--- src/rtl/uim_pkg.sv ---
// Package: offsets, field positions, codes and reset values of the interrupt and modem block
package uim_pkg;
  // ==========================================================================
  // Register offsets on the 3-bit register port
  localparam logic [2:0] OFF_DATA = 3'h0;
  localparam logic [2:0] OFF_IER = 3'h1;
  localparam logic [2:0] OFF_IIR = 3'h2;
  localparam logic [2:0] OFF_MCR = 3'h4;
  localparam logic [2:0] OFF_LSR = 3'h5;
  localparam logic [2:0] OFF_MSR = 3'h6;
  // ==========================================================================
  // Interrupt enable bits
  localparam int IE_RDA = 0;
  localparam int IE_THRE = 1;
  localparam int IE_RLS = 2;
  localparam int IE_MS = 3;
  // ==========================================================================
  // Line status bits
  localparam int LS_DR = 0;
  localparam int LS_OE = 1;
  localparam int LS_BI = 4;
  localparam int LS_THRE = 5;
  localparam int LS_TSRE = 6;
  // ==========================================================================
  // Modem control bits
  localparam int MC_DTR = 0;
  localparam int MC_RTS = 1;
  localparam int MC_AUX1 = 2;
  localparam int MC_AUX2 = 3;
  localparam int MC_LOOP = 4;
  // ==========================================================================
  // Modem status: change bits 0..3, states 4..7 (order cts, dsr, ri, dcd)
  localparam int MS_RI = 2;
  localparam int MS_STATE = 4;
  // ==========================================================================
  // Identification codes, bits 2..0
  localparam logic [2:0] ID_NONE = 3'h1;
  localparam logic [2:0] ID_RLS = 3'h6;
  localparam logic [2:0] ID_RDA = 3'h4;
  localparam logic [2:0] ID_THRE = 3'h2;
  localparam logic [2:0] ID_MS = 3'h0;
  // ==========================================================================
  // Reset values
  localparam logic [3:0] IER_RST = 4'h0;
  localparam logic [4:0] MCR_RST = 5'h00;
  localparam logic [5:0] LSR_RST = 6'h20;
  localparam logic [3:0] MSD_RST = 4'h0;
endpackage : uim_pkg

--- src/rtl/uim_top.sv ---
// Interrupt prioritisation, enables, modem control, loopback and modem status change logic
//
// Contract
// RQ1: Priority: line status, then data available, then holding empty, then modem.
// RQ2: Identification read freezes the reported source; only that one gets serviced.
// RQ3: Identification bit 0 is 0 when an enabled interrupt pends, else 1.
// RQ4: Codes 001 none, 110 line, 100 data, 010 holding empty, 000 modem.
// RQ5: Identification bits 3 to 7 read zero.
// RQ6: Overrun, parity, framing or break raise line interrupt; line status read clears.
// RQ7: Receiver buffer read clears the data available interrupt.
// RQ8: Holding empty cleared by identification read as source, or holding write.
// RQ9: Modem input changes raise modem interrupt; modem status read clears it.
// RQ10: Enable bits: 0 data, 1 holding empty, 2 line status, 3 modem.
// RQ11: Enable bits 4 to 7 read zero.
// RQ12: Interrupt output active high; all enables clear means no interrupt at all.
// RQ13: Status bits keep updating while interrupts are disabled.
// RQ14: Control bits 0..3 drive active-low pins inverted.
// RQ15: Loopback: tx pin marks, rx pin cut, shift looped, modem pins internal.
// RQ16: In loopback modem interrupts come from control bits, still enable gated.
// RQ17: Writing ones to low six line or low four modem status bits sets them.
// RQ18: Modem control bits 5 to 7 read zero.
// RQ19: Change bits set on input change; all cleared by modem status read.
// RQ20: Ring change bit sets only on ring on-to-off transition.
// RQ21: Any change bit at 1 makes a modem status interrupt.
// RQ22: Status bits 4..7 are input complements; loopback shows rts, dtr, aux1, aux2.
// RQ23: Modem inputs synchronised before change detection.
//
// Chosen here: strobed register access and the register addresses.
`timescale 1ns/1ps
`default_nettype none
module uim_top (
  // Clock and reset
  input wire logic clock,
  input wire logic rstn,
  // Register port
  input wire logic [2:0] reg_addr,
  input wire logic [7:0] reg_wdata,
  input wire logic reg_wr,
  input wire logic reg_rd,
  output logic [7:0] reg_rdata,
  // Receiver side
  input wire logic [7:0] rx_byte,
  input wire logic rx_data_set,
  input wire logic [3:0] rx_err_set,
  output logic rx_buf_read,
  output logic rx_shift_in,
  // Transmitter side
  input wire logic tx_shift_out,
  input wire logic thr_empty_set,
  input wire logic tsr_idle,
  output logic thr_load,
  output logic [7:0] thr_data,
  // Serial pins
  input wire logic serial_rx_pin,
  output logic serial_tx_pin,
  // Modem pins, active low
  input wire logic cts_n,
  input wire logic dsr_n,
  input wire logic ri_n,
  input wire logic dcd_n,
  output logic dtr_n,
  output logic rts_n,
  output logic aux1_n,
  output logic aux2_n,
  // Interrupt
  output logic interrupt_request_out
);

  // ==========================================================================
  // Register port decode
  // Offsets 3 and 7 decode to nothing: writes ignored, reads zero
  logic wr_data, wr_ier, wr_mcr, wr_lsr, wr_msr;
  logic rd_data, rd_iir, rd_lsr, rd_msr;
  assign wr_data = reg_wr && reg_addr == uim_pkg::OFF_DATA;
  assign wr_ier = reg_wr && reg_addr == uim_pkg::OFF_IER;
  assign wr_mcr = reg_wr && reg_addr == uim_pkg::OFF_MCR;
  assign wr_lsr = reg_wr && reg_addr == uim_pkg::OFF_LSR;
  assign wr_msr = reg_wr && reg_addr == uim_pkg::OFF_MSR;
  assign rd_data = reg_rd && reg_addr == uim_pkg::OFF_DATA;
  assign rd_iir = reg_rd && reg_addr == uim_pkg::OFF_IIR;
  assign rd_lsr = reg_rd && reg_addr == uim_pkg::OFF_LSR;
  assign rd_msr = reg_rd && reg_addr == uim_pkg::OFF_MSR;

  // ==========================================================================
  // Enable and modem control registers
  logic [3:0] ier_reg;
  logic [4:0] mcr_reg;
  logic loop_on;
  assign loop_on = mcr_reg[uim_pkg::MC_LOOP];

  // RQ10: enable bits
  always_ff @(posedge clock or negedge rstn) begin
    if (!rstn) begin
      ier_reg <= uim_pkg::IER_RST;
    end else if (wr_ier) begin
      ier_reg <= reg_wdata[3:0];
    end
  end

  // RQ15: bit 4 selects loopback
  always_ff @(posedge clock or negedge rstn) begin
    if (!rstn) begin
      mcr_reg <= uim_pkg::MCR_RST;
    end else if (wr_mcr) begin
      mcr_reg <= reg_wdata[4:0];
    end
  end

  // ==========================================================================
  // Line status: dr, oe, pe, fe, bi, thre
  logic [5:0] lsr_reg;
  logic [5:0] lsr_next;

  always_comb begin
    lsr_next = lsr_reg;
    // RQ7: buffer read drops data ready
    if (rd_data) begin
      lsr_next[uim_pkg::LS_DR] = 1'b0;
    end
    // RQ6: line status read clears errors
    if (rd_lsr) begin
      lsr_next[uim_pkg::LS_BI:uim_pkg::LS_OE] = 4'h0;
    end
    // RQ8: holding write drops the empty bit
    if (wr_data) begin
      lsr_next[uim_pkg::LS_THRE] = 1'b0;
    end
    // RQ17: test writes set bits
    if (wr_lsr) begin
      lsr_next[uim_pkg::LS_DR] = reg_wdata[uim_pkg::LS_DR];
      lsr_next[5:1] = lsr_next[5:1] | reg_wdata[5:1];
    end
    // RQ13: hardware events set regardless of enables, and win over clears
    lsr_next[uim_pkg::LS_DR] = lsr_next[uim_pkg::LS_DR] | rx_data_set;
    lsr_next[uim_pkg::LS_BI:uim_pkg::LS_OE] = lsr_next[4:1] | rx_err_set;
    lsr_next[uim_pkg::LS_THRE] = lsr_next[uim_pkg::LS_THRE] | thr_empty_set;
  end

  // Bit 5 resets high: the holding register starts empty
  always_ff @(posedge clock or negedge rstn) begin
    if (!rstn) begin
      lsr_reg <= uim_pkg::LSR_RST;
    end else begin
      lsr_reg <= lsr_next;
    end
  end

  // ==========================================================================
  // Modem inputs: two-stage synchroniser, then true (asserted-high) state
  logic [3:0] pin_meta_reg;
  logic [3:0] pin_sync_reg;
  logic [3:0] mstate;
  logic [3:0] mstate_reg;
  logic [3:0] msd_reg;
  logic [3:0] msd_next;

  // Both stages reset to the idle pin level, so no false change follows reset
  // RQ23: synchronise before edge detection
  always_ff @(posedge clock or negedge rstn) begin
    if (!rstn) begin
      pin_meta_reg <= 4'hf;
    end else begin
      pin_meta_reg <= {dcd_n, ri_n, dsr_n, cts_n};
    end
  end

  // Only the second stage reads the first
  always_ff @(posedge clock or negedge rstn) begin
    if (!rstn) begin
      pin_sync_reg <= 4'hf;
    end else begin
      pin_sync_reg <= pin_meta_reg;
    end
  end

  // RQ22: status follows inputs, or control bits in loopback
  // RQ16: loopback sources come from control bits
  always_comb begin
    if (loop_on) begin
      mstate = {mcr_reg[uim_pkg::MC_AUX2], mcr_reg[uim_pkg::MC_AUX1],
                mcr_reg[uim_pkg::MC_DTR], mcr_reg[uim_pkg::MC_RTS]};
    end else begin
      mstate = ~pin_sync_reg;
    end
  end

  // Previous state, the reference for change detection
  always_ff @(posedge clock or negedge rstn) begin
    if (!rstn) begin
      mstate_reg <= 4'h0;
    end else begin
      mstate_reg <= mstate;
    end
  end

  always_comb begin
    msd_next = msd_reg;
    // RQ19: status read clears all change bits
    if (rd_msr) begin
      msd_next = 4'h0;
    end
    // RQ17: test writes set change bits
    if (wr_msr) begin
      msd_next = msd_next | reg_wdata[3:0];
    end
    // RQ19: a change sets its bit, winning over a clear
    msd_next = msd_next | (mstate ^ mstate_reg);
    // Rebuilt on its own so that a rising ring edge cannot set it
    // RQ20: ring bit only on the on-to-off edge
    msd_next[uim_pkg::MS_RI] = (rd_msr ? 1'b0 : msd_reg[uim_pkg::MS_RI])
        | (wr_msr & reg_wdata[uim_pkg::MS_RI])
        | (mstate_reg[uim_pkg::MS_RI] & ~mstate[uim_pkg::MS_RI]);
  end

  always_ff @(posedge clock or negedge rstn) begin
    if (!rstn) begin
      msd_reg <= uim_pkg::MSD_RST;
    end else begin
      msd_reg <= msd_next;
    end
  end

  // ==========================================================================
  // Holding-empty interrupt flag, separate from the status bit
  logic thri_reg;
  logic pend_rls, pend_rda, pend_thre, pend_ms;
  logic [2:0] id_code;

  // RQ12: every source gated by its enable
  // RQ6: line interrupt from error bits
  assign pend_rls = ier_reg[uim_pkg::IE_RLS] && lsr_reg[uim_pkg::LS_BI:uim_pkg::LS_OE] != 4'h0;
  assign pend_rda = ier_reg[uim_pkg::IE_RDA] && lsr_reg[uim_pkg::LS_DR];
  assign pend_thre = ier_reg[uim_pkg::IE_THRE] && thri_reg;
  // RQ9: modem status interrupt source
  // RQ21: any change bit gives a modem interrupt
  assign pend_ms = ier_reg[uim_pkg::IE_MS] && msd_reg != 4'h0;

  // The code of the strobe cycle is what a read returns and services
  // RQ1: fixed priority
  // RQ4: identification codes
  always_comb begin
    if (pend_rls) begin
      id_code = uim_pkg::ID_RLS;
    end else if (pend_rda) begin
      id_code = uim_pkg::ID_RDA;
    end else if (pend_thre) begin
      id_code = uim_pkg::ID_THRE;
    end else if (pend_ms) begin
      id_code = uim_pkg::ID_MS;
    end else begin
      id_code = uim_pkg::ID_NONE;
    end
  end

  // Enabling the source while the holding register is empty raises it at once
  // RQ8: cleared by holding write or by read that reports it
  // RQ2: only the source frozen in the read is serviced
  always_ff @(posedge clock or negedge rstn) begin
    if (!rstn) begin
      thri_reg <= 1'b0;
    end else if (thr_empty_set || (wr_lsr && reg_wdata[uim_pkg::LS_THRE])
                 || (wr_ier && reg_wdata[uim_pkg::IE_THRE] && !ier_reg[uim_pkg::IE_THRE]
                     && lsr_reg[uim_pkg::LS_THRE])) begin
      thri_reg <= 1'b1;
    end else if (wr_data || (rd_iir && id_code == uim_pkg::ID_THRE)) begin
      thri_reg <= 1'b0;
    end
  end

  // One cycle behind the pending state, like the read data
  // RQ12: active-high output, registered
  always_ff @(posedge clock or negedge rstn) begin
    if (!rstn) begin
      interrupt_request_out <= 1'b0;
    end else begin
      interrupt_request_out <= pend_rls | pend_rda | pend_thre | pend_ms;
    end
  end

  // ==========================================================================
  // Read data, one cycle after the strobe
  logic [7:0] rd_next;

  always_comb begin
    rd_next = 8'h00;
    if (reg_rd) begin
      case (reg_addr)
        uim_pkg::OFF_DATA: rd_next = rx_byte;
        // RQ11: upper enable bits zero
        uim_pkg::OFF_IER: rd_next = {4'h0, ier_reg};
        // RQ3: bit 0 low while pending
        // RQ5: upper identification bits zero
        uim_pkg::OFF_IIR: rd_next = {5'h00, id_code};
        // RQ18: upper control bits zero
        uim_pkg::OFF_MCR: rd_next = {3'h0, mcr_reg};
        uim_pkg::OFF_LSR: rd_next = {1'b0, tsr_idle, lsr_reg};
        uim_pkg::OFF_MSR: rd_next = {mstate_reg, msd_reg};
        default: rd_next = 8'h00;
      endcase
    end
  end

  // Held at zero outside the answer cycle
  always_ff @(posedge clock or negedge rstn) begin
    if (!rstn) begin
      reg_rdata <= 8'h00;
    end else begin
      reg_rdata <= rd_next;
    end
  end

  // ==========================================================================
  // Datapath strobes toward receiver and transmitter
  always_ff @(posedge clock or negedge rstn) begin
    if (!rstn) begin
      rx_buf_read <= 1'b0;
    end else begin
      rx_buf_read <= rd_data;
    end
  end

  always_ff @(posedge clock or negedge rstn) begin
    if (!rstn) begin
      thr_load <= 1'b0;
    end else begin
      thr_load <= wr_data;
    end
  end

  always_ff @(posedge clock or negedge rstn) begin
    if (!rstn) begin
      thr_data <= 8'h00;
    end else if (wr_data) begin
      thr_data <= reg_wdata;
    end
  end

  // ==========================================================================
  // Pins and loopback path
  // RQ15: tx pin held at mark in loopback
  always_ff @(posedge clock or negedge rstn) begin
    if (!rstn) begin
      serial_tx_pin <= 1'b1;
    end else begin
      serial_tx_pin <= loop_on ? 1'b1 : tx_shift_out;
    end
  end

  // RQ15: rx pin cut, shift output looped
  always_ff @(posedge clock or negedge rstn) begin
    if (!rstn) begin
      rx_shift_in <= 1'b1;
    end else begin
      rx_shift_in <= loop_on ? tx_shift_out : serial_rx_pin;
    end
  end

  // Modem outputs rest inactive in loopback; the control bits go inward instead
  // RQ14: control bits drive pins inverted
  always_ff @(posedge clock or negedge rstn) begin
    if (!rstn) begin
      dtr_n <= 1'b1;
      rts_n <= 1'b1;
      aux1_n <= 1'b1;
      aux2_n <= 1'b1;
    end else begin
      dtr_n <= loop_on | ~mcr_reg[uim_pkg::MC_DTR];
      rts_n <= loop_on | ~mcr_reg[uim_pkg::MC_RTS];
      aux1_n <= loop_on | ~mcr_reg[uim_pkg::MC_AUX1];
      aux2_n <= loop_on | ~mcr_reg[uim_pkg::MC_AUX2];
    end
  end

endmodule : uim_top
`default_nettype wire

--- config.mk ---
export PLATFORM = sky130hd
export DESIGN_NAME = uim_top
export DESIGN_NICKNAME = d
export VERILOG_FILES = /design/src/rtl/uim_pkg.sv /design/src/rtl/uim_top.sv
export SDC_FILE = /design/constraint.sdc
export NUM_CORES = 1
export LEC_CHECK = 0
export BUFFER_PORTS_ARGS = -buffer_cell sky130_fd_sc_hd__buf_2
export CAP_MARGIN = 20
export CORE_ASPECT_RATIO = 1.5
export CORE_UTILIZATION = 47
export DETAILED_ROUTE_END_ITERATION = 10
export PLACE_DENSITY = 0.84
export SETUP_SLACK_MARGIN = 0.4
export SLEW_MARGIN = 0
export SYNTH_ARGS = -nofsm -noshare
export SYNTH_HDL_FRONTEND = slang
export SYNTH_SLANG_ARGS = --single-unit
--- constraint.sdc ---
create_clock -name clock -period 1.5 [get_ports clock]
set_input_delay 0 -clock clock [delete_from_list [all_inputs] [get_ports clock]]
set_output_delay 0 -clock clock [all_outputs]
set_load 0.02 [all_outputs]
## Word level (Yosys, flattened, before mapping)

Cells that the tools add are included.

- Add/sub/neg operators: 0
- Multipliers: 0
- Div/mod/pow operators: 0
- Order comparisons: 0
- Equal/unequal tests: 6
- Shift-type cells: 0
- Mux-type cells: 18
- Bitwise gates (word level): 24
- Reductions and logical operators: 26

Operators by type and width:

| kind | number |
|---|---|
| $pmux W8 S6 | 1 |
| $logic_and A1 B1 Y1 | 18 |
| $mux W4 | 4 |
| $or A4 B4 Y4 | 3 |
| $or A1 B1 Y1 | 11 |
| $eq A3 B3 Y1 const B | 3 |
| $mux W1 | 8 |
| $mux W8 | 1 |
| $reduce_bool A4 Y1 | 2 |
| $eq A3 B2 Y1 const B | 2 |
| $mux W3 | 2 |
| $mux W6 | 1 |
| $not A1 Y1 | 5 |
| $or A5 B5 Y5 | 1 |
| $not A4 Y4 | 1 |
| $xor A4 B4 Y4 | 1 |
| $eq A3 B1 Y1 const B | 1 |
| $logic_not A3 Y1 | 1 |
| $logic_or A1 B1 Y1 | 3 |
| $and A1 B1 Y1 | 2 |
| $mux W2 | 1 |
| $reduce_bool A2 Y1 | 1 |
| $logic_not A1 Y1 | 1 |

- Flip-flop bits (word level): 57
- Bits in latches: 0
- RAM bits: 0
- ROM bits: 0
- Word-level logic and storage cells: 93
- Memories: 0

## Depth between registers and ports, before layout

Gate-level depths: netlist (run 1).

- Word-level depth: 11
- Gate-level depth with buffers: 6
- Mapped depth without buffers: 4

## Least setup slack after synthesis (run 1)

No wires, ideal clock.

- Kind: register -> register
- Start: register lsr_reg[4]
- End: register thri_reg
- Arrival time: 1.256 ns
- Required time: 1.364 ns
- Path slack: 0.107 ns
- Cell stages (with the launch flop): 5
- Path through: dfrtp_1 > o41a_1 > nand2b_1 > nor4_1 > o311ai_1

- Word-level cells in the longest chain between the ends: 7

RTL lines:

| item | line | text |
|---|---|---|
| start: declaration | uim_top.sv:111 | `logic [5:0] lsr_reg;` |
| start signal: assignment | uim_top.sv:142 | `lsr_reg <= uim_pkg::LSR_RST;` |
| start signal: assignment | uim_top.sv:144 | `lsr_reg <= lsr_next;` |
| $reduce_bool A4 Y1 | uim_top.sv:231 | `assign pend_rls = ier_reg[uim_pkg::IE_RLS] && lsr_reg[uim_pkg::LS_BI:uim_pkg::LS_OE] != 4'h0;` |
| $logic_and A1 B1 Y1 | uim_top.sv:231 |  |
| $mux W3 | uim_top.sv:242 | `if (pend_rls) begin` |
| $eq A3 B2 Y1 | uim_top.sv:265 | `end else if (wr_data \|\| (rd_iir && id_code == uim_pkg::ID_THRE)) begin` |
| $logic_and A1 B1 Y1 | uim_top.sv:265 |  |
| $logic_or A1 B1 Y1 | uim_top.sv:265 |  |
| $reduce_bool A2 Y1 (no line) | n/a |  |
| end signal: assignment | uim_top.sv:260 | `thri_reg <= 1'b0;` |
| end signal: assignment | uim_top.sv:264 | `thri_reg <= 1'b1;` |
| end signal: assignment | uim_top.sv:266 | `thri_reg <= 1'b0;` |
| end: declaration | uim_top.sv:225 | `logic thri_reg;` |

No other way between the ends.
A chain may end at the register's enable or synchronous reset.

## Worst setup path in the final report (run 1)

Same ends and word-level chain as after synthesis.

==> results of run 1 <==
[metrics by stage]
step / instance area (µm²) / utilization / TNS, ns
after floorplan: 2460 / - / 0
after global placement: 2840 / 0.576 / 0
after detailed placement: 2840 / 0.576 / 0
after CTS: 3390 / 0.688 / 0
after global routing: 3470 / 0.705 / -0.000924
final: 3470 / 0.705 / 0
[cells by family after synthesis]
group,count (synthesis)
XOR/XNOR,3
flip-flops,57
AND/OR/NAND/NOR,52
buffers and inverters,20
AO/OA/AOI/OAI,44
multiplexers,23
[cell type report]
type	instances	area, µm²	share of cell area
clock buffer	14	173	0.0497
timing repair buffer	104	724	0.209
inverter	10	37.5	0.0108
sequential	57	1450	0.416
clock inverter	2	35.0	0.0101
multi-input combinational	122	975	0.281
tap	66	82.6	0.0238
[cells in the final DEF, fill, tap and decap left out, drive strengths merged, types with 5 or more instances in the layout]
| cell type | n |
|---|---|
| buf | 79 |
| dfrtp | 42 |
| dlygate4sd3 | 25 |
| mux2 | 18 |
| dfstp | 15 |
| nand2 | 14 |
| clkbuf | 14 |
| o21ai | 13 |
| inv | 10 |
| nand2b | 8 |
| a21oi | 7 |
| a221o | 7 |
| a22oi | 7 |
| nor2 | 5 |
| mux2i | 5 |
[how the worst min path moves through the flow]
stage / slack, ns / cells after the start / start / end
after global routing: 0.05 / 2 / reg_rd / rx_buf_read
after floorplan: -0.30 / 0 / rstn / ier_reg[0]
after detailed placement: 0.02 / 2 / rstn / thr_data[4]
final: 0.05 / 2 / reg_rd / rx_buf_read
after global placement: 0.02 / 2 / rstn / mcr_reg[3]
after CTS: 0.03 / 2 / reg_rd / rx_buf_read
[synthesized netlist by cell type (all sizes together) (2+ instances only)]
| cell type | count | area, µm² |
|---|---|---|
| a22o | 4 | 35.0 |
| a221o | 7 | 71.3 |
| nor2 | 5 | 18.8 |
| nor3 | 2 | 15.0 |
| a22oi | 7 | 57.6 |
| dfrtp | 42 | 1050 |
| o21ai | 13 | 65.1 |
| xor2 | 3 | 26.3 |
| inv | 10 | 37.5 |
| nor3b | 2 | 26.3 |
| and3 | 4 | 25.0 |
| nand4 | 2 | 12.5 |
| buf | 9 | 56.3 |
| nand2b | 8 | 57.6 |
| nor2b | 3 | 18.8 |
| and2 | 4 | 25.0 |
| nand3 | 4 | 25.0 |
| mux2 | 18 | 206 |
| mux2i | 5 | 50.1 |
| a21oi | 7 | 35.0 |
| nand2 | 14 | 52.6 |
| dfstp | 15 | 394 |
[per-layer routing]
layer,share of wire,vias up,wire [µm],GRT usage
li1,-,924,-,-
met1,0.40,961,2410,0.303
met2,0.50,93,3050,0.358
met3,0.053,22,322,0.0587
met4,0.051,0,309,0.172
met5,0,-,0,0
[repair_timing]
item | in CTS | in global routing
setup endpoints to repair | 14 | 13
gates resized for setup | 12 | 8
setup buffers | 6 | 7
pin swaps | 4 | 6
hold buffers | 25 | 0
endpoints found under the hold margin | 93 | 0
[power by group through the flow]
| stage | Sequential (mW) | Clock (mW) | Combinational (mW) |
|---|---|---|---|
| global route | 1.95 | 1.56 | 1.08 |
| global placement | 1.94 | 0 | 0.754 |
| CTS | 1.92 | 1.48 | 0.923 |
| finish | 1.93 | 1.46 | 1.01 |
| floorplan | 2.03 | 0 | 0.392 |
| detailed placement | 1.95 | 0 | 0.771 |
==> summary.txt, run 1 <==
Clock network
  • Total CTS buffers: 9
  • Sinks on Clock Net: 57
  • Clock tree from TritonCTS: built
  • Clock latency of the later-clocked register in the worst-skew pair: 0.33 ns
  • Max Buffers Root-to-Sink: 2
  • Clock-pin slew of the registers on the worst-case setup and hold paths: approximately 0.060 ns
  • Clock root buffer master: clkbuf_8
  • CTS H-tree lvls: 3

Cells and area
  • Area growth, synth to finish: 41.6%
  • Cell Count, Final, Fillers Out: between 300 and 400
  • FILL cells: around 340
  • Proportion of layout cells with a drive suffix above 1: 0.469
  • Antenna Cells: 0
  • Number of nets in the finished design: 340

Critical path
  • Register-to-register path setup slack: slightly above 0.07 ns
  • Sort of element at the start of the critical path: flop
  • Category of cells accounting for the largest share of critical-path delay: compound AO/OA/AOI/OAI gates
  • Critical Path End Type: flop
  • Cells along the critical path: o41a_1 > nand2b_4 > nor4_4 > o311ai_1
  • Worst EP arrival: around 1.6 ns
  • CP max stage cell: o41a_1
  • Worst path buffer plus inverter count: 0
  • Endpoint of the worst register-to-register path: thri_reg
  • Critical path startpoint: lsr_reg[4]
  • Required @ worst endpoint: around 1.7 ns
  • Peak fanout along the critical path: 3
  • Number of cells on the critical path: 4
  • Longest individual stage delay on the worst path: between 0.4 and 0.5 ns
  • Worst setup path category: flop to flop
  • Worst r2r path cells: 4
  • Critical path capture point: thri_reg
  • Worst reg2reg startpoint: lsr_reg[4]

Synthesis
  • Simple-gate share of the synthesized area: 0.126
  • Combinational family with the most area after synthesis: compound AO/OA/AOI/OAI gates
  • Synthesized netlist net count: roughly 240
  • Commonest register cell after synthesis: dfrtp_1
  • Fraction of synthesized cell area in xor and xnor cells: 0.0107
  • Post-synthesis compound-gate area fraction: 0.130
  • Post-synth EDFFs: 0
  • Multiplexer share of the synthesized area: 0.105
  • Post-synthesis adder-cell area fraction: 0
  • Post-synthesis instance total: 199
  • Sequential share of the synthesized area: 0.589
  • Netlist area before placement: ~2500 µm²
  • Post-synthesis async set-or-reset flop share: 1.00
  • Yosys cell types: 42
  • Number of warnings printed during yosys synthesis: 0
  • Register bit total from synthesis: 57
  • Mean cell area of the mapped netlist: around 12 µm²

Route
  • Mean routed wirelength per cell: roughly 16 µm
  • DRC: 0
  • Routed wire length: between 6 and 7 mm
  • Via density per instance: 5.33
  • Number of detailed-routing iterations run before antenna repair: 4
  • Post-DRT Antenna Nets: 0
  • Vias after detailed routing: 2,000
  • Iteration-0 DRC count of the detailed router: 112

Flow run
  • Count of max-cap constraint violations: 0

Power
  • Total leakage power: roughly 1.6 nW
  • Power share of the combinational group: 0.229
  • Switching share of total power: 0.275
  • Max IR drop VDD: 0.774 mV
  • Clock network fraction of total power: 0.333
  • Total net switching power: between 1 and 1.5 mW
  • Post-route total power: about 4.4 mW
  • Pwr per Cell Area: roughly 1300 nW/µm²
  • Internal Pwr Total: between 3 and 4 mW
  • Share of power burned in registers: 0.438

Status
  • Result of the run: completed

STA
  • Max-slew headroom: 0.755
  • Final hold vios: 0
  • Final critical path time including I/O delays and setup: 1.43 ns
  • Unrepaired setup endpoints after global routing: true
  • Share of the clock period used by the worst path: 0.953
  • Maximum clock skew at final layout: 0.00619 ns
  • FMAX: about 700 MHz
  • Worst Max-Slew Pin Slew: between 0.3 and 0.4 ns
  • Final Hold Slack: roughly 0.052 ns
  • Number of endpoints failing setup at the final stage: 0
  • Final Slew Violations: 0
  • Post-route worst setup slack: between 0.07 and 0.08 ns

Place
  • Setup WS pre-CTS: approximately 0.019 ns
  • HPWL after detailed placement: about 4.0 mm
  • Total instance count after detailed placement: between 300 and 400
  • Weighted congestion at the end of routability-driven global placement: ~0.93
  • Port-buffer cells: 60

Floorplanning
  • Number of standard-cell rows in the floorplan: 31
  • CORE AREA: between 4000 and 5000 µm²
  • Height of the die: around 90 µm
  • Count of boundary I/O pins: 61
  • Die ar.: between 5000 and 6000 µm²
  • Horizontal die dimension: slightly above 60 µm
  • Initial core utilization: 0.498

Worst hold path
  • Min-delay worst type: input port to flop

GRT
  • All-Layer GR Usage: 0.243
  • Via count of the first global-routing pass: around 2,000
  • Global-route wire length before repair: between 9 and 10 mm
  • Leftover overflow at the end of global routing: 0
  • Largest net degree at the start of global routing: 58
  • Number of antenna violations at the first check in global routing: 0
(Power assumes the default switching activity.)
==> run 2: changes to the inputs <==
CORE_UTILIZATION = 52   (was 47)
PLACE_DENSITY = 0.9   (was 0.84)
==> summary.txt, run 2 (same netlist as run 1, synthesis figures left out) <==
GRT
  • All-Layer GR Usage: 0.268 (+0.0252)
  • Number of antenna violations at the first check in global routing: 0 (unchanged)
  • Largest net degree at the start of global routing: 58 (unchanged)
  • Leftover overflow at the end of global routing: 0 (unchanged)
  • Global-route wire length before repair: 9.70 mm (unchanged)
  • Via count of the first global-routing pass: 2,024 (+0.25%)

Power
  • Total leakage power: 1.60 nW (about the same)
  • Max IR drop VDD: 0.842 mV (+8.9%)
  • Post-route total power: 4.51 mW (+2.7%)
  • Pwr per Cell Area: 1300 nW/µm² (+2.7%)

STA
  • Post-route worst setup slack: 0.0891 ns (+0.0182 ns)
  • Worst Max-Slew Pin Slew: 0.375 ns (+0.00739 ns)
  • Final sum of negative setup slack: 0 ns (unchanged)
  • Max-slew headroom: 0.750 (-0.00492)
  • Final Hold Slack: 0.0419 ns (-0.0100 ns)
  • Share of the clock period used by the worst path: 0.941 (-0.0122)
  • Final Slew Violations: 0 (unchanged)
  • Number of endpoints failing setup at the final stage: 0 (unchanged)
  • Maximum clock skew at final layout: 0.00474 ns (-0.00145 ns)
  • Final critical path time including I/O delays and setup: 1.41 ns (-0.0182 ns)
  • FMAX: 709 MHz (+1.3%)
  • Unrepaired setup endpoints after global routing: true
  • Final hold vios: 0 (unchanged)

Clock network
  • Clock root buffer master: clkbuf_8
  • Clock latency of the later-clocked register in the worst-skew pair: 0.34 ns (about the same)
  • Max Buffers Root-to-Sink: 2 (unchanged)
  • Sinks on Clock Net: 57 (unchanged)
  • Clock-pin slew of the registers on the worst-case setup and hold paths: 0.07 ns (about the same)
  • Clock tree from TritonCTS: built
  • CTS H-tree lvls: 3 (unchanged)
  • Total CTS buffers: 9 (unchanged)

Place
  • HPWL after detailed placement: 3.75 mm (-5.4%)
  • Standard cell area after detailed placement: 2830 µm² (-0.35%)
  • Setup WS pre-CTS: 0.0387 ns (+0.0198 ns)
  • Weighted congestion at the end of routability-driven global placement: 0.951 (+1.8%)
  • Port-buffer cells: 60 (unchanged)

Critical path
  • CP max stage cell: or4_4
  • Worst setup path category: flop to flop
  • Worst EP arrival: 1.67 ns (+0.05 ns)
  • Peak fanout along the critical path: 2 (-1)
  • Category of cells accounting for the largest share of critical-path delay: simple AND/OR/NAND/NOR gates
  • Worst path buffer plus inverter count: 0 (unchanged)
  • Required @ worst endpoint: 1.76 ns (+0.07 ns)
  • Longest individual stage delay on the worst path: 0.53 ns (+0.06 ns)
  • Cells along the critical path: or4_4 > a22oi_2 > nand3_1 > a31oi_1
  • Critical Path End Type: flop
  • Sort of element at the start of the critical path: flop

Floorplanning
  • Count of boundary I/O pins: 61 (unchanged)
  • Initial core utilization: 0.540 (+0.0421)
  • Number of standard-cell rows in the floorplan: 30 (-3.2%)
  • CORE AREA: 4540 µm² (-7.8%)
  • Die ar.: 5000 µm² (-9.4%)
  • Horizontal die dimension: 58.1 µm (-4.8%)
  • Height of the die: 86.1 µm (-4.8%)

Cells and area
  • FILL cells: 288 (-14%)
  • Area growth, synth to finish: 41.5% (about the same)
  • Most common library cell in the layout ignoring fill and taps: buf_2
  • Leading cell types in the layout, fill and taps excluded: buf_2 (61), dfrtp_1 (41), dlygate4sd3_1 (25), dfstp_2 (15), buf_4 (14)
  • Antenna Cells: 0 (unchanged)
  • Proportion of layout cells with a drive suffix above 1: 0.474 (+0.00477)
  • Number of nets in the finished design: 339 (-0.29%)
  • Final Instance Area: 3470 µm² (about the same)

Route
  • Via density per instance: 5.54 (+3.9%)
  • Mean routed wirelength per cell: 17.1 µm (+5.1%)
  • DRC: 0 (unchanged)
  • Routed wire length: 6.36 mm (+4.3%)
  • Post-DRT Antenna Nets: 0 (unchanged)
  • Vias after detailed routing: 2,062 (+3.1%)
  • Iteration-0 DRC count of the detailed router: 120 (+7.1%)
  • Number of detailed-routing iterations run before antenna repair: 4 (unchanged)

Flow run
  • Count of max-cap constraint violations: 0 (unchanged)

Worst hold path
  • Min-delay worst type: input port to flop

Status
  • Result of the run: completed
-- run 2: power by group --
group	switching [mW]	internal (mW)	total [mW]
logic	0.498	0.475	0.973
registers	0.151	1.78	1.93
clock network	0.594	1.02	1.61
-- run 2: area by class of cell --
cell class                      instances  area [µm²]  area share
Clock buffer                           11         151      0.0436
Clock inverter                          5        77.6      0.0223
Inverter                               10        37.5      0.0108
Multi-Input combinational cell        122         976       0.281
Sequential cell                        57        1450       0.417
Tap cell                               64        80.1      0.0231
Timing Repair Buffer                  103         703       0.203
-- run 2: per-layer routing --
layer	vias to the layer above	track usage	share of wire
met5	-	0	0
met4	0	0.195	0.062
met3	41	0.0452	0.065
met2	115	0.438	0.51
met1	989	0.313	0.36
li1	917	-	-
-- run 2: what timing repair did --
action | CTS | global route
pin swaps | 5 | 2
endpoints found under the setup margin | 13 | 11
setup buffers | 6 | 7
gates resized for setup | 11 | 6
hold endpoints to repair | 95 | 0
hold buffers | 25 | 0
-- run 2: worst reg2reg max path, stage by stage, from the launching register on --
cell	delay (ns)
dfrtp_1	0.38
or4_4	0.53
a22oi_2	0.15
nand3_1	0.09
a31oi_1	0.17
-- run 2: worst paths after layout --
kind	from	to	slack [ns]	cells after the start
setup reg to reg	msd_reg[3]	reg_rdata[0]	0.09	4
min in group asynchronous	rstn	mstate_reg[3]	0.22	3
hold / removal	reg_rd	rx_buf_read	0.04	2
setup / recovery	msd_reg[3]	reg_rdata[0]	0.09	4
hold reg to reg	pin_meta_reg[1]	pin_sync_reg[1]	0.35	0
max in group asynchronous	rstn	lsr_reg[5]	0.99	3
-- run 2: metrics by stage --
| stage | std cells | utilization |
|---|---|---|
| floorplan | 199 | - |
| global placement | 318 | 0.623 |
| detailed placement | 318 | 0.623 |
| CTS | 365 | 0.747 |
| global route | 372 | 0.764 |
| finish | 372 | 0.764 |
==> run 3: changes to the inputs <==
CELL_PAD_IN_SITES_DETAIL_PLACEMENT = 0   (was unset)
CELL_PAD_IN_SITES_GLOBAL_PLACEMENT = 1   (was unset)
CORE_UTILIZATION = 41   (was 52)
==> summary.txt, run 3 (same netlist as run 1, synthesis figures left out) <==
Route
  • Via density per instance: 5.31 (-4.2%)
  • Post-DRT Antenna Nets: 0 (unchanged)
  • Number of detailed-routing iterations run before antenna repair: 4 (unchanged)
  • Vias after detailed routing: 2,028 (-1.6%)
  • Routed wire length: 6.36 mm (+0.11%)
  • Iteration-0 DRC count of the detailed router: 96 (-20%)
  • DRC: 0 (unchanged)
  • Mean routed wirelength per cell: 16.7 µm (-2.5%)

Place
  • Standard cell area after detailed placement: 2840 µm² (+0.35%)
  • Port-buffer cells: 60 (unchanged)
  • Weighted congestion at the end of routability-driven global placement: 0.901 (-5.2%)
  • HPWL after detailed placement: 4.07 mm (+8.5%)

Clock network
  • Clock-pin slew of the registers on the worst-case setup and hold paths: 0.06 ns (about the same)
  • Max Buffers Root-to-Sink: 2 (unchanged)
  • Total CTS buffers: 9 (unchanged)
  • Sinks on Clock Net: 57 (unchanged)
  • Clock root buffer master: clkbuf_8
  • Clock tree from TritonCTS: built
  • Clock latency of the later-clocked register in the worst-skew pair: 0.33 ns (about the same)
  • CTS H-tree lvls: 3 (unchanged)

STA
  • Final critical path time including I/O delays and setup: 1.46 ns (+0.0443 ns)
  • Share of the clock period used by the worst path: 0.970 (+0.0296)
  • Final Slew Violations: 0 (unchanged)
  • Unrepaired setup endpoints after global routing: true
  • Maximum clock skew at final layout: 0.00676 ns (+0.00203 ns)
  • Number of endpoints failing setup at the final stage: 0 (unchanged)
  • Final hold vios: 0 (unchanged)
  • Final sum of negative setup slack: 0 ns (unchanged)
  • Max-slew headroom: 0.751 (about the same)
  • Worst Max-Slew Pin Slew: 0.374 ns (-0.000905 ns)
  • FMAX: 687 MHz (-3.0%)
  • Final Hold Slack: 0.0143 ns (-0.0276 ns)

Critical path
  • Worst setup path category: flop to flop
  • Worst EP arrival: 1.71 ns (+0.04 ns)
  • CP max stage cell: o41a_1
  • Critical Path End Type: flop
  • Cells along the critical path: o41a_1 > buf_4 > a21oi_2 > nand3_1 > a31oi_1
  • Longest individual stage delay on the worst path: 0.43 ns (-0.10 ns)
  • Required @ worst endpoint: 1.75 ns (about the same)
  • Category of cells accounting for the largest share of critical-path delay: compound AO/OA/AOI/OAI gates
  • Sort of element at the start of the critical path: flop
  • Worst path buffer plus inverter count: 1 (+1)
  • Register-to-register path setup slack: 0.04 ns (-0.04 ns)
  • Peak fanout along the critical path: 2 (unchanged)

Floorplanning
  • CORE AREA: 5790 µm² (+27%)
  • Die ar.: 6300 µm² (+26%)
  • Height of the die: 96.7 µm (+12%)
  • Initial core utilization: 0.424 (-0.116)
  • Count of boundary I/O pins: 61 (unchanged)
  • Horizontal die dimension: 65.2 µm (+12%)
  • Number of standard-cell rows in the floorplan: 34 (+13%)

Worst hold path
  • Min-delay worst type: input port to flop

Cells and area
  • Number of nets in the finished design: 341 (+0.59%)
  • Post-Route Utilization: 0.603 (-0.162)
  • FF+latch area: 1450 µm² (unchanged)
  • Area growth, synth to finish: 42.1%
  • Final Instance Area: 3490 µm² (+0.40%)
  • FILL cells: 498 (+73%)
  • Antenna Cells: 0 (unchanged)
  • Leading cell types in the layout, fill and taps excluded: buf_2 (60), dfrtp_1 (41), dlygate4sd3_1 (25), dfstp_2 (15), buf_4 (15)
  • Most common library cell in the layout ignoring fill and taps: buf_2
  • Area occupied by multi-input gates: 990 µm² (+1.4%)
  • Proportion of layout cells with a drive suffix above 1: 0.468 (-0.00628)

Power
  • Pwr per Cell Area: 1250 nW/µm² (-4.0%)
  • Max IR drop VDD: 0.729 mV (-13%)
  • Total leakage power: 1.59 nW (-0.32%)

GRT
  • Via count of the first global-routing pass: 2,028 (+0.20%)
  • Number of antenna violations at the first check in global routing: 0 (unchanged)
  • Largest net degree at the start of global routing: 58 (unchanged)
  • Global-route wire length before repair: 10.1 mm (+4.5%)
  • All-Layer GR Usage: 0.218 (-0.0507)
  • Leftover overflow at the end of global routing: 0 (unchanged)

Flow run
  • Count of max-cap constraint violations: 0 (unchanged)

Status
  • Result of the run: completed
-- run 3: final cells by class --
type	count	share of cell area
clock buffer	12	0.0416
sequential	57	0.415
timing repair buffer	105	0.210
tap	72	0.0258
clock inverter	4	0.0129
inverter	10	0.0108
multi-input combinational	122	0.284
-- run 3: where the power goes --
| part | switching [mW] | total [mW] | leakage (nW) | internal [mW] |
|---|---|---|---|---|
| Combinational | 0.527 | 1.06 | 0.847 | 0.531 |
| Sequential | 0.136 | 1.91 | 0.646 | 1.78 |
| Clock | 0.575 | 1.38 | 0.100 | 0.804 |
| Total | 1.24 | 4.35 | 1.59 | 3.11 |
-- run 3: path summary, 6_finish.rpt --
kind / startpoint / cells after the start / to
worst max-delay path: lsr_reg[1] / 5 / reg_rdata[0]
worst min-delay path: reg_rd / 2 / reg_rdata[7]
worst max register to register: lsr_reg[1] / 5 / reg_rdata[0]
worst min register to register: pin_meta_reg[0] / 0 / pin_sync_reg[0]
max in group asynchronous: rstn / 3 / lsr_reg[5]
min in group asynchronous: rstn / 3 / mcr_reg[1]
-- run 3: what timing repair did --
item                                   in CTS  in global routing
resized for setup                          16                  7
buffers inserted                           11                  4
hold buffers                               25                  0
endpoints found under the hold margin      89                  0
pin swaps                                   6                  4
setup endpoints to repair                  14                 13
-- run 3: metal layers --
| metal | wire length [µm] | vias up | global-route usage |
|---|---|---|---|
| met5 | 0 | - | 0 |
| met4 | 330 | 0 | 0.169 |
| met3 | 283 | 24 | 0.0389 |
| met2 | 3250 | 73 | 0.340 |
| met1 | 2500 | 1006 | 0.257 |
| li1 | - | 925 | - |
-- run 3: through the flow --
stage | instances | total power [mW] | worst slack [ns]
after global placement | 326 | 2.70 | 0.0876
after floorplan | 199 | 2.42 | 0.161
after detailed placement | 326 | 2.72 | 0.0617
after CTS | 378 | 4.29 | 0.0860
after global routing | 382 | 4.54 | -0.00459
final | 382 | 4.35 | 0.0447
